File: src/rtl/scoc_pkg.sv
// Purpose: Shared constants for the serial channel output control block.
// Assumes: 20-bit byte addresses, 8-bit register data, two channels.
// Notes: Pin-facing logic exists for channel 0 only; channel 1 has status bits.
package scoc_pkg;
    localparam int ADDR_W = 20;
    localparam int DATA_W = 8;
    localparam int NUM_CH = 2;

    // Register byte addresses
    localparam logic [19:0] ADDR_RX_NOISE_FILTER_ENABLE = 20'hf0070;
    localparam logic [19:0] ADDR_INPUT_ROUTE_SELECT = 20'hf0073;
    localparam logic [19:0] ADDR_CHANNEL_ENABLE_STATUS = 20'hf0120;
    localparam logic [19:0] ADDR_CHANNEL_START = 20'hf0122;
    localparam logic [19:0] ADDR_CHANNEL_STOP = 20'hf0124;
    localparam logic [19:0] ADDR_SERIAL_DATA_OUT_BUFFER = 20'hf0128;
    localparam logic [19:0] ADDR_SERIAL_CLOCK_OUT_BUFFER = 20'hf0129;
    localparam logic [19:0] ADDR_SERIAL_OUTPUT_ENABLE = 20'hf012a;
    localparam logic [19:0] ADDR_OUTPUT_LEVEL_INVERT = 20'hf0134;

    // Reset values
    localparam logic [7:0] RST_RX_NOISE_FILTER_ENABLE = 8'h00;
    localparam logic [7:0] RST_INPUT_ROUTE_SELECT = 8'h00;
    localparam logic [1:0] RST_CHANNEL_ENABLE_STATUS = 2'h0;
    localparam logic [1:0] RST_SERIAL_DATA_OUT_BUFFER = 2'h3;
    localparam logic [1:0] RST_SERIAL_CLOCK_OUT_BUFFER = 2'h3;
    localparam logic RST_SERIAL_OUTPUT_ENABLE = 1'b0;
    localparam logic RST_OUTPUT_LEVEL_INVERT = 1'b0;
    localparam logic RST_RX_LEVEL = 1'b1;

    // Field positions
    localparam int BIT_RX_FILTER_ON = 0;
    localparam int BIT_RX_TO_EXT_IRQ = 0;
    localparam int BIT_RX_TO_TIMER = 1;
    localparam int BIT_DATA_OUT_CH0 = 0;
    localparam int BIT_CLOCK_OUT_CH0 = 0;
    localparam int BIT_DATA_OUT_ENABLE = 0;
    localparam int BIT_TX_INVERT = 0;
    localparam int BUF_BITS = 2;

    // Filter: number of equal samples that make a level valid
    localparam int FILTER_STABLE_CYCLES = 2;

    // Read data mux select
    typedef enum logic [3:0] {
        SCOC_SEL_NONE = 4'h0,
        SCOC_SEL_NFEN = 4'h1,
        SCOC_SEL_ROUTE = 4'h2,
        SCOC_SEL_SE = 4'h3,
        SCOC_SEL_TRIG = 4'h4,
        SCOC_SEL_SO = 4'h5,
        SCOC_SEL_CKO = 4'h6,
        SCOC_SEL_SOE = 4'h7,
        SCOC_SEL_SOL = 4'h8
    } scoc_sel_t;

    // Address decode, used by both write and read paths
    function automatic scoc_sel_t scoc_decode(input logic [19:0] addr);
        case (addr)
            ADDR_RX_NOISE_FILTER_ENABLE: scoc_decode = SCOC_SEL_NFEN;
            ADDR_INPUT_ROUTE_SELECT: scoc_decode = SCOC_SEL_ROUTE;
            ADDR_CHANNEL_ENABLE_STATUS: scoc_decode = SCOC_SEL_SE;
            ADDR_CHANNEL_START: scoc_decode = SCOC_SEL_TRIG;
            ADDR_CHANNEL_STOP: scoc_decode = SCOC_SEL_TRIG;
            ADDR_SERIAL_DATA_OUT_BUFFER: scoc_decode = SCOC_SEL_SO;
            ADDR_SERIAL_CLOCK_OUT_BUFFER: scoc_decode = SCOC_SEL_CKO;
            ADDR_SERIAL_OUTPUT_ENABLE: scoc_decode = SCOC_SEL_SOE;
            ADDR_OUTPUT_LEVEL_INVERT: scoc_decode = SCOC_SEL_SOL;
            default: scoc_decode = SCOC_SEL_NONE;
        endcase
    endfunction
endpackage

File: src/rtl/scoc_rx_if.sv
// Purpose: Carries the receive pin path between top and filter.
// Assumes: One clock domain, operating clock given as an enable.
// Notes: Top drives raw, mck_en and filter_on; filter returns level.
interface scoc_rx_if;
    logic raw;
    logic mck_en;
    logic filter_on;
    logic level;
    modport src (output raw, output mck_en, output filter_on, input level);
    modport flt (input raw, input mck_en, input filter_on, output level);
endinterface

File: src/rtl/scoc_rx_filter.sv
// Purpose: Synchronises and optionally deglitches the receive pin.
// Assumes: mck_en pulses once per operating clock of the channel.
// Notes: Idle line level is high, so all stages reset to one.
module scoc_rx_filter
    import scoc_pkg::*;
(
    input wire logic sys_clk,
    input wire logic rst,
    scoc_rx_if.flt rx
);
    logic sync_a;
    logic sync_b;
    logic prev_b;
    logic level;

    // Two-stage synchroniser; sync_a feeds only sync_b
    always_ff @(posedge sys_clk or posedge rst) begin
        if (rst) begin
            sync_a <= RST_RX_LEVEL;
            sync_b <= RST_RX_LEVEL;
            prev_b <= RST_RX_LEVEL;
        end else if (rx.mck_en) begin
            sync_a <= rx.raw;
            sync_b <= sync_a;
            prev_b <= sync_b;
        end
    end

    // Filter on: take a level only once two samples agree
    always_ff @(posedge sys_clk or posedge rst) begin
        if (rst) begin
            level <= RST_RX_LEVEL;
        end else if (rx.mck_en) begin
            if (!rx.filter_on) begin
                level <= sync_b;
            end else if (sync_b == prev_b) begin
                level <= sync_b;
            end
        end
    end

    assign rx.level = level;
endmodule

File: src/rtl/scoc_out_stage.sv
// Purpose: Registers the channel 0 data and clock pin levels.
// Assumes: Buffer bits already hold the right source per enable state.
// Notes: Inversion touches only the data pin and only when output is enabled.
module scoc_out_stage
    import scoc_pkg::*;
(
    input wire logic sys_clk,
    input wire logic rst,
    input wire logic data_bit,
    input wire logic clock_bit,
    input wire logic out_enable,
    input wire logic invert,
    output logic data_pin,
    output logic clock_pin
);
    // Pins reset to the buffer reset level, idle high
    always_ff @(posedge sys_clk or posedge rst) begin
        if (rst) begin
            data_pin <= RST_SERIAL_DATA_OUT_BUFFER[BIT_DATA_OUT_CH0];
            clock_pin <= RST_SERIAL_CLOCK_OUT_BUFFER[BIT_CLOCK_OUT_CH0];
        end else begin
            data_pin <= out_enable ? (data_bit ^ invert) : data_bit;
            clock_pin <= clock_bit;
        end
    end
endmodule

File: src/rtl/scoc_top.sv
// Purpose: Control and status registers around a two-channel serial unit.
// Assumes: 8-bit memory-mapped register port, one access per cycle;
//          transfer engines sit outside and report pin updates here.
// Notes: Read data appears one cycle after the read strobe.
//
// Summary of operation
// Writing 1 to a stop bit clears that channel's enable and halts it.
// A stop leaves control registers, shift register, pins and error flags alone.
// The stop trigger register always reads as zero.
// Enable status sets on start write, clears on stop write.
// While enabled, software clock-buffer writes are ignored; pin follows engine.
// While disabled, software writes the clock buffer and it drives the pin.
// With output enabled, data pin follows engine; software data writes ignored.
// With output disabled, software data buffer value drives the data pin.
// Data buffer changes by engine only while output is enabled.
// Clock buffer changes by engine only while the channel is enabled.
// Software sets both buffer bits to 1 to use pins as ports.
// Software writes buffer bit 1 as 1, bits 2 to 7 as 0.
// Inversion bit set inverts the transmit level on the pin.
// Inversion acts only while output is enabled.
// Software keeps inversion at 0 in clocked mode and while enabled.
// Software leaves the inversion register alone while enabled.
// Filter on: synchronise, then accept a level stable two cycles.
// Filter off: synchronise only.
// Software uses the filter for the UART receive pin only.
// Route bit 0 sends the receive pin to the external interrupt input.
// Route bit 1 sends the receive pin to timer channel 1 input.
// Writing 1 to a start bit sets enable and enters wait; trigger self-clears.
// All registers run on the peripheral clock and reset to documented values.
module scoc_top
    import scoc_pkg::*;
(
    input wire logic sys_clk,
    input wire logic rst,
    // Register port
    input wire logic [ADDR_W-1:0] reg_addr,
    input wire logic [DATA_W-1:0] reg_wdata,
    input wire logic reg_wr,
    input wire logic reg_rd,
    output logic [DATA_W-1:0] reg_rdata,
    // Transfer engine side
    input wire logic mck_en,
    input wire logic eng_data_update,
    input wire logic eng_data_value,
    input wire logic eng_clock_update,
    input wire logic eng_clock_value,
    output logic [NUM_CH-1:0] chan_enabled_flag,
    output logic [NUM_CH-1:0] chan_start_pulse,
    output logic [NUM_CH-1:0] chan_halt_pulse,
    output logic rx_level,
    // Pins and routed inputs
    input wire logic uart_rx_pin,
    input wire logic ext_irq_pin,
    input wire logic timer_ch1_pin,
    output logic serial_data_out_pin,
    output logic serial_clock_pin,
    output logic ext_irq_input,
    output logic timer_ch1_input
);
    scoc_sel_t wr_sel;
    scoc_sel_t rd_sel;
    logic wr_start;
    logic wr_stop;
    logic [NUM_CH-1:0] chan_start_trigger;
    logic [NUM_CH-1:0] chan_stop_trigger;
    logic rx_filter_on_bit;
    logic rx_to_ext_irq_bit;
    logic rx_to_timer_bit;
    logic [BUF_BITS-1:0] data_out_buffer;
    logic [BUF_BITS-1:0] clock_out_buffer;
    logic data_out_enable_bit;
    logic tx_invert_bit;
    logic [DATA_W-1:0] next_rdata;

    scoc_rx_if rx_bus ();

    // Address decode for both strobes
    assign wr_sel = scoc_decode(reg_addr);
    assign rd_sel = wr_sel;
    assign wr_start = reg_wr && (reg_addr == ADDR_CHANNEL_START);
    assign wr_stop = reg_wr && (reg_addr == ADDR_CHANNEL_STOP);

    // Trigger bits exist only for the write cycle, never stored
    assign chan_start_trigger = wr_start ? reg_wdata[NUM_CH-1:0] : '0;
    assign chan_stop_trigger = wr_stop ? reg_wdata[NUM_CH-1:0] : '0;

    // Enable status; start and stop sit at different addresses
    always_ff @(posedge sys_clk or posedge rst) begin
        if (rst) begin
            chan_enabled_flag <= RST_CHANNEL_ENABLE_STATUS;
        end else begin
            chan_enabled_flag <= (chan_enabled_flag | chan_start_trigger)
                & ~chan_stop_trigger;
        end
    end

    // One-cycle notices to the engines; a stop only halts them
    always_ff @(posedge sys_clk or posedge rst) begin
        if (rst) begin
            chan_start_pulse <= '0;
            chan_halt_pulse <= '0;
        end else begin
            chan_start_pulse <= chan_start_trigger;
            chan_halt_pulse <= chan_stop_trigger;
        end
    end

    // Noise filter and route selects: plain software registers
    always_ff @(posedge sys_clk or posedge rst) begin
        if (rst) begin
            rx_filter_on_bit <= RST_RX_NOISE_FILTER_ENABLE[BIT_RX_FILTER_ON];
            rx_to_ext_irq_bit <= RST_INPUT_ROUTE_SELECT[BIT_RX_TO_EXT_IRQ];
            rx_to_timer_bit <= RST_INPUT_ROUTE_SELECT[BIT_RX_TO_TIMER];
        end else if (reg_wr) begin
            if (wr_sel == SCOC_SEL_NFEN) begin
                rx_filter_on_bit <= reg_wdata[BIT_RX_FILTER_ON];
            end
            if (wr_sel == SCOC_SEL_ROUTE) begin
                rx_to_ext_irq_bit <= reg_wdata[BIT_RX_TO_EXT_IRQ];
                rx_to_timer_bit <= reg_wdata[BIT_RX_TO_TIMER];
            end
        end
    end

    // Output enable and inversion; neither is touched by a stop
    always_ff @(posedge sys_clk or posedge rst) begin
        if (rst) begin
            data_out_enable_bit <= RST_SERIAL_OUTPUT_ENABLE;
            tx_invert_bit <= RST_OUTPUT_LEVEL_INVERT;
        end else if (reg_wr) begin
            if (wr_sel == SCOC_SEL_SOE) begin
                data_out_enable_bit <= reg_wdata[BIT_DATA_OUT_ENABLE];
            end
            // Rewrite while enabled is a software fault, not blocked here
            if (wr_sel == SCOC_SEL_SOL) begin
                tx_invert_bit <= reg_wdata[BIT_TX_INVERT];
            end
        end
    end

    // Data buffer: engine owns bit 0 while output enabled, software otherwise
    always_ff @(posedge sys_clk or posedge rst) begin
        if (rst) begin
            data_out_buffer <= RST_SERIAL_DATA_OUT_BUFFER;
        end else if (data_out_enable_bit) begin
            if (eng_data_update) begin
                data_out_buffer[BIT_DATA_OUT_CH0] <= eng_data_value;
            end
        end else if (reg_wr && wr_sel == SCOC_SEL_SO) begin
            data_out_buffer <= reg_wdata[BUF_BITS-1:0];
        end
    end

    // Clock buffer: engine owns bit 0 while channel 0 enabled
    always_ff @(posedge sys_clk or posedge rst) begin
        if (rst) begin
            clock_out_buffer <= RST_SERIAL_CLOCK_OUT_BUFFER;
        end else if (chan_enabled_flag[0]) begin
            if (eng_clock_update) begin
                clock_out_buffer[BIT_CLOCK_OUT_CH0] <= eng_clock_value;
            end
        end else if (reg_wr && wr_sel == SCOC_SEL_CKO) begin
            clock_out_buffer <= reg_wdata[BUF_BITS-1:0];
        end
    end

    // Pin drivers; buffers are untouched by stop so pins hold their level
    scoc_out_stage u_out (
        .sys_clk(sys_clk),
        .rst(rst),
        .data_bit(data_out_buffer[BIT_DATA_OUT_CH0]),
        .clock_bit(clock_out_buffer[BIT_CLOCK_OUT_CH0]),
        .out_enable(data_out_enable_bit),
        .invert(tx_invert_bit),
        .data_pin(serial_data_out_pin),
        .clock_pin(serial_clock_pin)
    );

    // Receive path through the filter
    assign rx_bus.raw = uart_rx_pin;
    assign rx_bus.mck_en = mck_en;
    assign rx_bus.filter_on = rx_filter_on_bit;

    scoc_rx_filter u_rx (
        .sys_clk(sys_clk),
        .rst(rst),
        .rx(rx_bus)
    );

    // Registered copies keep every output straight from a flip-flop
    always_ff @(posedge sys_clk or posedge rst) begin
        if (rst) begin
            rx_level <= RST_RX_LEVEL;
            ext_irq_input <= 1'b0;
            timer_ch1_input <= 1'b0;
        end else begin
            rx_level <= rx_bus.level;
            // Routed copy uses the synchronised line, glitch-safe for edges
            ext_irq_input <= rx_to_ext_irq_bit ? rx_bus.level : ext_irq_pin;
            timer_ch1_input <= rx_to_timer_bit ? rx_bus.level : timer_ch1_pin;
        end
    end

    // Read mux; unmapped and trigger addresses read zero
    always_comb begin
        next_rdata = '0;
        case (rd_sel)
            SCOC_SEL_NFEN: next_rdata[BIT_RX_FILTER_ON] = rx_filter_on_bit;
            SCOC_SEL_ROUTE: begin
                next_rdata[BIT_RX_TO_EXT_IRQ] = rx_to_ext_irq_bit;
                next_rdata[BIT_RX_TO_TIMER] = rx_to_timer_bit;
            end
            SCOC_SEL_SE: next_rdata[NUM_CH-1:0] = chan_enabled_flag;
            SCOC_SEL_TRIG: next_rdata = '0;
            SCOC_SEL_SO: next_rdata[BUF_BITS-1:0] = data_out_buffer;
            SCOC_SEL_CKO: next_rdata[BUF_BITS-1:0] = clock_out_buffer;
            SCOC_SEL_SOE: next_rdata[BIT_DATA_OUT_ENABLE] = data_out_enable_bit;
            SCOC_SEL_SOL: next_rdata[BIT_TX_INVERT] = tx_invert_bit;
            default: next_rdata = '0;
        endcase
    end

    // Read data registered; holds its last value between reads
    always_ff @(posedge sys_clk or posedge rst) begin
        if (rst) begin
            reg_rdata <= '0;
        end else if (reg_rd) begin
            reg_rdata <= next_rdata;
        end
    end
endmodule

File: config.mk
export PLATFORM = sky130hd
export DESIGN_NAME = scoc_top
export DESIGN_NICKNAME = d
export VERILOG_FILES = /design/src/rtl/scoc_pkg.sv /design/src/rtl/scoc_rx_if.sv /design/src/rtl/scoc_rx_filter.sv /design/src/rtl/scoc_out_stage.sv /design/src/rtl/scoc_top.sv
export SDC_FILE = /design/constraint.sdc
export NUM_CORES = 1
export LEC_CHECK = 0
export ABC_AREA = 1
export BUFFER_PORTS_ARGS = -buffer_cell sky130_fd_sc_hd__buf_4
export CORE_ASPECT_RATIO = 2
export CORE_MARGIN = 2
export CORE_UTILIZATION = 50
export DETAILED_ROUTE_END_ITERATION = 6
export PLACE_DENSITY_LB_ADDON = 0.25
export SYNTH_ARGS = -nofsm -noshare
export SYNTH_HDL_FRONTEND = slang
export SYNTH_HIERARCHICAL = 1
export SYNTH_SLANG_ARGS = --single-unit
File: constraint.sdc
create_clock -name sys_clk -period 2.3 [get_ports sys_clk]
set_clock_uncertainty 0.15 [all_clocks]
set_input_delay 0.46 -clock sys_clk [delete_from_list [all_inputs] [get_ports sys_clk]]
set_output_delay 0.46 -clock sys_clk [all_outputs]
set_load 0.005 [all_outputs]
==> metrics, run 1 <==
first-pass GRT wire length=5030 microns; core outline area=2908 sq um; critical-path cell list=buf_4 > nor2_2 > nand2_2 > nor2_4 > nand3_1 > o21ai_0 > o21ai_0 > nand2_1; synth top area cells=dfrtp_1, dfstp_2, nand2_1; Final min period=1.536 ns; Total Routing Usage GR=18.94%; Post-CTS Setup Inserts=0; hold buffers post-CTS=0; met3 usage=0.6593%; GR peak layer=met2; Slew Limit Fails=0; Initial Utilization=52.07%; die area=3511 sq um; Seq cells post-synth=26; Layout area overhead=26.69%; post-synthesis cell area=1514 sq um; drt total wl=3053 microns; Final Cycle Share=66.79%; Ant. Diodes=0; Synth cell types=24; clk slew on worst S/H paths=0.08 ns; Fin. Hold Viols=0; input/output buffers=46; layout cell share with drive strength beyond 1=32.80%; Detail Route Antenna Nets=0; highest clock rate=651.0 MHz; setup tns final=0 ns; initial antenna violation count=0; Hold Path Class=in -> async; CP startpoint kind=input port; placed cells=276; Slew Limit Headroom=51.18%; Synth area leader=dfrtp_1; io pins=59; Nets=291; vias in the first global route=1269; Crit Path Class=in -> reg; slowest CP cell=o21ai_0; Setup crit end kind=register; max-cap viol count=0; largest net degree at the start of global routing=21; Detail Placement HPWL=2595 microns; Die Y=81.82 microns; Slew @ Worst Pin=0.7315 ns; Sink Count=26; Syn Inst Count=201; worst-path fanout max=6; post-cts sizing count=0; Placer Congestion=0.9544; Die Span X=42.91 microns; Non-Filler Instances=280; Critical Path RT=2.36 ns; Avg WL per Cell=10.90 microns; RSZ-0062 raised after global routing=false; CTS tree=done; Bufs on Longest Clock Path=2; via count=1390; clk_lat worst skew=0.26 ns; GR Util met1=18.81%; row count=28; Pwr Total=0.0009099 W; Post-route DRC=0; register area share after synthesis=43.88%; final setup fails=0; cts bufs inserted=3; H-Tree Depth=1; Root Buffer=clkbuf_8; Synth top area share=24.79%; Syn Area/Cell=7.532 sq um; gr ovfl total=0; Pwr Density=474.4 nW/um^2; met2 usage=36.36%; Critical Path AT=1.60 ns; cells on worst reg2reg path=4; crit-path max cell delay=0.26 ns; crit-path most repeated cell=o21ai_0; yosys warns=6; LEAKAGE=1.023 nW; peak supply drop=0.3310 mV; First-pass DRT Iterations=4; Detailed Route Iter0 Violations=17; outcome=finished, final reports clean; via/cell ratio=4.964
[final timing paths]
| kind | start | to | slack [ns] |
|---|---|---|---|
| setup / recovery | reg_addr[15] | reg_rdata[1]$_DFFE_PP0P_ | 0.76 |
| hold / removal | rst | u_out/data_pin$_DFF_PP1_ | 0.07 |
| setup reg to reg | data_out_buffer[1]$_DFFE_PP1P_ | reg_rdata[1]$_DFFE_PP0P_ | 1.06 |
| hold reg to reg | clock_out_buffer[0]$_DFFE_PP1P_ | u_out/clock_pin$_DFF_PP1_ | 0.23 |
| max in group asynchronous | rst | timer_ch1_input$_DFF_PP0_ | 1.36 |
| min in group sys_clk | clock_out_buffer[0]$_DFFE_PP1P_ | u_out/clock_pin$_DFF_PP1_ | 0.23 |
[report_power, final]
group	internal [W]	leakage (nW)	total, W	switching [W]
clock	0.000153	0.0288	0.000284	0.000131
sequential	0.000485	0.302	0.000494	0.00000945
combinational	0.0000655	0.692	0.000132	0.0000662
total	0.000703	1.02	0.000910	0.000207
[stage by stage]
stage               utilization (%)  area (sq um)  hold slack, ns  worst slack [ns]
finish                        65.96          1918         0.06929            0.7639
global route                  65.96          1918         0.09466            0.6621
CTS                           65.96          1918         0.06628            0.7478
detailed placement            64.07          1863          0.2223            0.4679
global placement              64.07          1863          0.2216            0.4564
floorplan                         -          1533          0.2110            0.8246
[final cells by class]
cell class                      instances  area, sq um
Timing Repair Buffer                   48        360.3
Sequential cell                        26        664.4
Clock buffer                            4        55.05
Inverter                               29        108.9
Fill cell                             277        989.7
Multi-Input combinational cell        143        691.9
Tap cell                               30        37.54
[cells by family after synthesis]
| group | count (synthesis) | synth area share (%) |
|---|---|---|
| other | 1 | 0.2477 |
| and+or+nand+nor | 117 | 36.61 |
| AOI/OAI and AO/OA | 19 | 6.611 |
| DFF | 26 | 43.88 |
| muxes | 1 | 0.9914 |
| buffers and inverters | 37 | 11.65 |
[cell usage in the layout, fill, tap and decap left out, types with 3 or more instances in the layout]
master / n
buf_4: 48
clkbuf_8: 4
conb_1: 6
dfrtp_1: 15
dfstp_2: 11
inv_1: 28
nand2_1: 51
nand2_2: 4
nand3_1: 13
nand4_1: 10
nor2_1: 25
nor2_2: 7
nor2_4: 3
o21ai_0: 15
[worst max-delay path: cells and delay by family]
kind,cells,cell delay [ns]
compound gates,2,0.40
buf+inv,1,0.11
simple gates,5,0.62
[cells in the mapped netlist]
cell and count:
inv_1 28, nand3_2 1, nand2_2 4, o21ai_0 15, buf_6 2, nand3_1 13
o21ai_1 1, conb_1 1, nor2_4 3, nand4_1 10, nor2_2 7, nand2_1 51
a21oi_1 1, dfstp_2 11, o31ai_1 1, dfrtp_1 15, nor3_1 1, nand2_4 1
nand4_2 1, o21bai_1 1, mux2_4 1, buf_4 6, inv_2 1, nor2_1 25
[sequential cells by signal, indices dropped and copies added, names as in the netlist, 2 cells and up]
| name | count |
|---|---|
| chan_halt_pulse | 2 |
| data_out_buffer | 2 |
| clock_out_buffer | 2 |
| chan_enabled_flag | 2 |
| reg_rdata | 2 |
| chan_start_pulse | 2 |
[layer usage]
metal / vias up / part of all wire (%)
met5: - / 0
met4: 0 / 4.9
met3: 10 / 3.3
met2: 41 / 56
met1: 620 / 36
li1: 719 / -
Power figures use the tool's default switching activity.
==> run 2, diff against run 1 <==
- CORE_UTILIZATION: 50 -> 43
- clock period: 2.3 -> 1.37 ns (I/O delays scaled with it)
==> run 2 against run 1 <==
  * Worst setup slack got worse by 0.71 ns
  * First-iteration DRC count rose by 5.9%
  * Critical path depth shrank 7
  * Final cell count increased by 5.0%
  * Highest routed layer unchanged
  * Register-to-register slack worse by 0.84 ns
  * Core utilization is 5.0 points lower
==> metrics, run 2 (synthesized netlist as in run 1, its figures left out) <==
outcome=finished, final reports clean; die area=4040 sq um (+15%); Final Cycle Share=95.88%; Worst Setup EP=rx_level; Area after DPL=1961 sq um (+5.2%); Fillers=320 (+16%); max-cap viol count=0 (unchanged); H-Tree Depth=1 (unchanged); largest net degree at the start of global routing=16 (-24%); Pwr Density=826.8 nW/um^2 (+74%); slowest CP cell=dfstp_2; reg2reg end=reg_rdata[0]$_DFFE_PP0P_; setup tns final=0 ns (unchanged); Slew Limit Fails=0 (unchanged); Post-route DRC=0 (unchanged); Worst path top cell family by delay=flip-flops; worst reg2reg path startpoint=chan_enabled_flag[0]$_DFF_PP0_; Initial Utilization=44.81% (-7.3 points); Fin. Hold Viols=0 (unchanged); LEAKAGE=1.091 nW (+6.6%); Sink Count=26 (unchanged); Root Buffer=clkbuf_8; most common cell after layout, fill and taps aside=buf_4; crit-path max cell delay=0.52 ns (+0.26 ns); core outline area=3378 sq um (+16%); Placer Congestion=0.8373 (-12%); Detail Placement HPWL=2884 microns (+11%); Layout area overhead=36.12%; row count=30 (+7.1%); CP startpoint=rx_level$_DFF_PP1_; final setup fails=0 (unchanged); io pins=59 (unchanged); Critical Path RT=0.95 ns (-1.41 ns); Crit Path Class=reg -> out; First-pass DRT Iterations=4 (unchanged); gr ovfl total=0 (unchanged); Worst Hold Launch=timer_ch1_pin; RSZ-0062 raised after global routing=false; layout cell share with drive strength beyond 1=37.02% (+4.2 points); Final min period=1.314 ns; vias in the first global route=1401 (+10%); via count=1465 (+5.4%); highest clock rate=761.3 MHz; via/cell ratio=4.983 (+0.38%); Detail Route Antenna Nets=0 (unchanged); R2R Setup Slk=0.22 ns (-0.84 ns); most frequent cells in the layout=buf_4, nand2_1, inv_1; Total Routing Usage GR=18.62% (-0.32 points); critical-path cell list=buf_4; Detailed Route Iter0 Violations=18 (+1); drt total wl=3356 microns (+9.9%); first-pass GRT wire length=5526 microns (+9.9%); clk slew on worst S/H paths=0.09 ns (about the same); cts bufs inserted=3 (unchanged); cells on worst reg2reg path=6 (+2); Pwr Total=0.001704 W (+87%); Die Span X=45.96 microns (+7.1%); Bufs on Longest Clock Path=2 (unchanged); Post-CTS Setup Inserts=0 (unchanged); worst-path fanout max=1 (-5); clk_lat worst skew=0.27 ns (about the same); CTS tree=done; peak supply drop=0.5946 mV (+80%); Crit path depth=1 (-7); Nets=303 (+4.1%); Buf/Inv on CP=1 (unchanged); Hold Path Class=in -> reg; input/output buffers=46 (unchanged); initial antenna violation count=0 (unchanged); Critical Path AT=0.89 ns (-0.71 ns); fin util=61.00% (-5.0 points); Setup crit end kind=output port; post-route design area=2061 sq um (+7.4%); Ant. Diodes=0 (unchanged); Die Y=87.92 microns (+7.4%); worst hold slack=0.04311 ns (-0.02618 ns); Avg WL per Cell=11.41 microns (+4.7%); CP startpoint kind=register
[run 2: worst min path at each step]
stage               slack (ns)                             to  cells after the start
CTS                       0.04      timer_ch1_input$_DFF_PP0_                      3
global route              0.05      timer_ch1_input$_DFF_PP0_                      3
global placement          0.16  rx_to_ext_irq_bit$_DFFE_PP0P_                      3
detailed placement        0.17  rx_to_ext_irq_bit$_DFFE_PP0P_                      3
finish                    0.04      timer_ch1_input$_DFF_PP0_                      3
floorplan                 0.04      u_out/clock_pin$_DFF_PP1_                      1
[run 2: where the power goes]
part	leakage (nW)	internal (W)	switching, W
combinational	0.753	0.000129	0.000119
clock	0.0357	0.000391	0.000234
sequential	0.302	0.000814	0.0000165
total	1.09	0.00133	0.000370
[run 2: final cells by class]
| cell class | instances | area (sq um) | share of cell area, % |
|---|---|---|---|
| Clock inverter | 1 | 30.03 | 1.457 |
| Timing Repair Buffer | 60 | 469.2 | 22.77 |
| Clock buffer | 3 | 41.29 | 2.004 |
| Sequential cell | 26 | 664.4 | 32.24 |
| Multi-Input combinational cell | 143 | 706.9 | 34.30 |
| Inverter | 29 | 108.9 | 5.282 |
| Tap cell | 32 | 40.04 | 1.943 |
[run 2: layer usage]
layer	GRT usage, %	up-vias	wire length, microns
met4	10.65	0	119
li1	-	740	-
met5	0	-	0
met1	17.38	662	1121
met3	1.649	10	147
met2	35.73	53	1967
[run 2: timing repair]
| action | in CTS | in global routing |
|---|---|---|
| endpoints found under the setup margin | 0 | 5 |
| gates resized for setup | 0 | 7 |
| hold buffers | 1 | 0 |
| hold endpoints to repair | 21 | 0 |
[run 2: per-stage QoR]
stage	setup slack [ns]	instances
2_1_floorplan	0.08064	206
3_3_place_gp	-0.1558	289
3_5_place_dp	-0.2017	289
4_1_cts	0.05002	294
5_1_grt	0.01149	294
6_report	0.05640	294
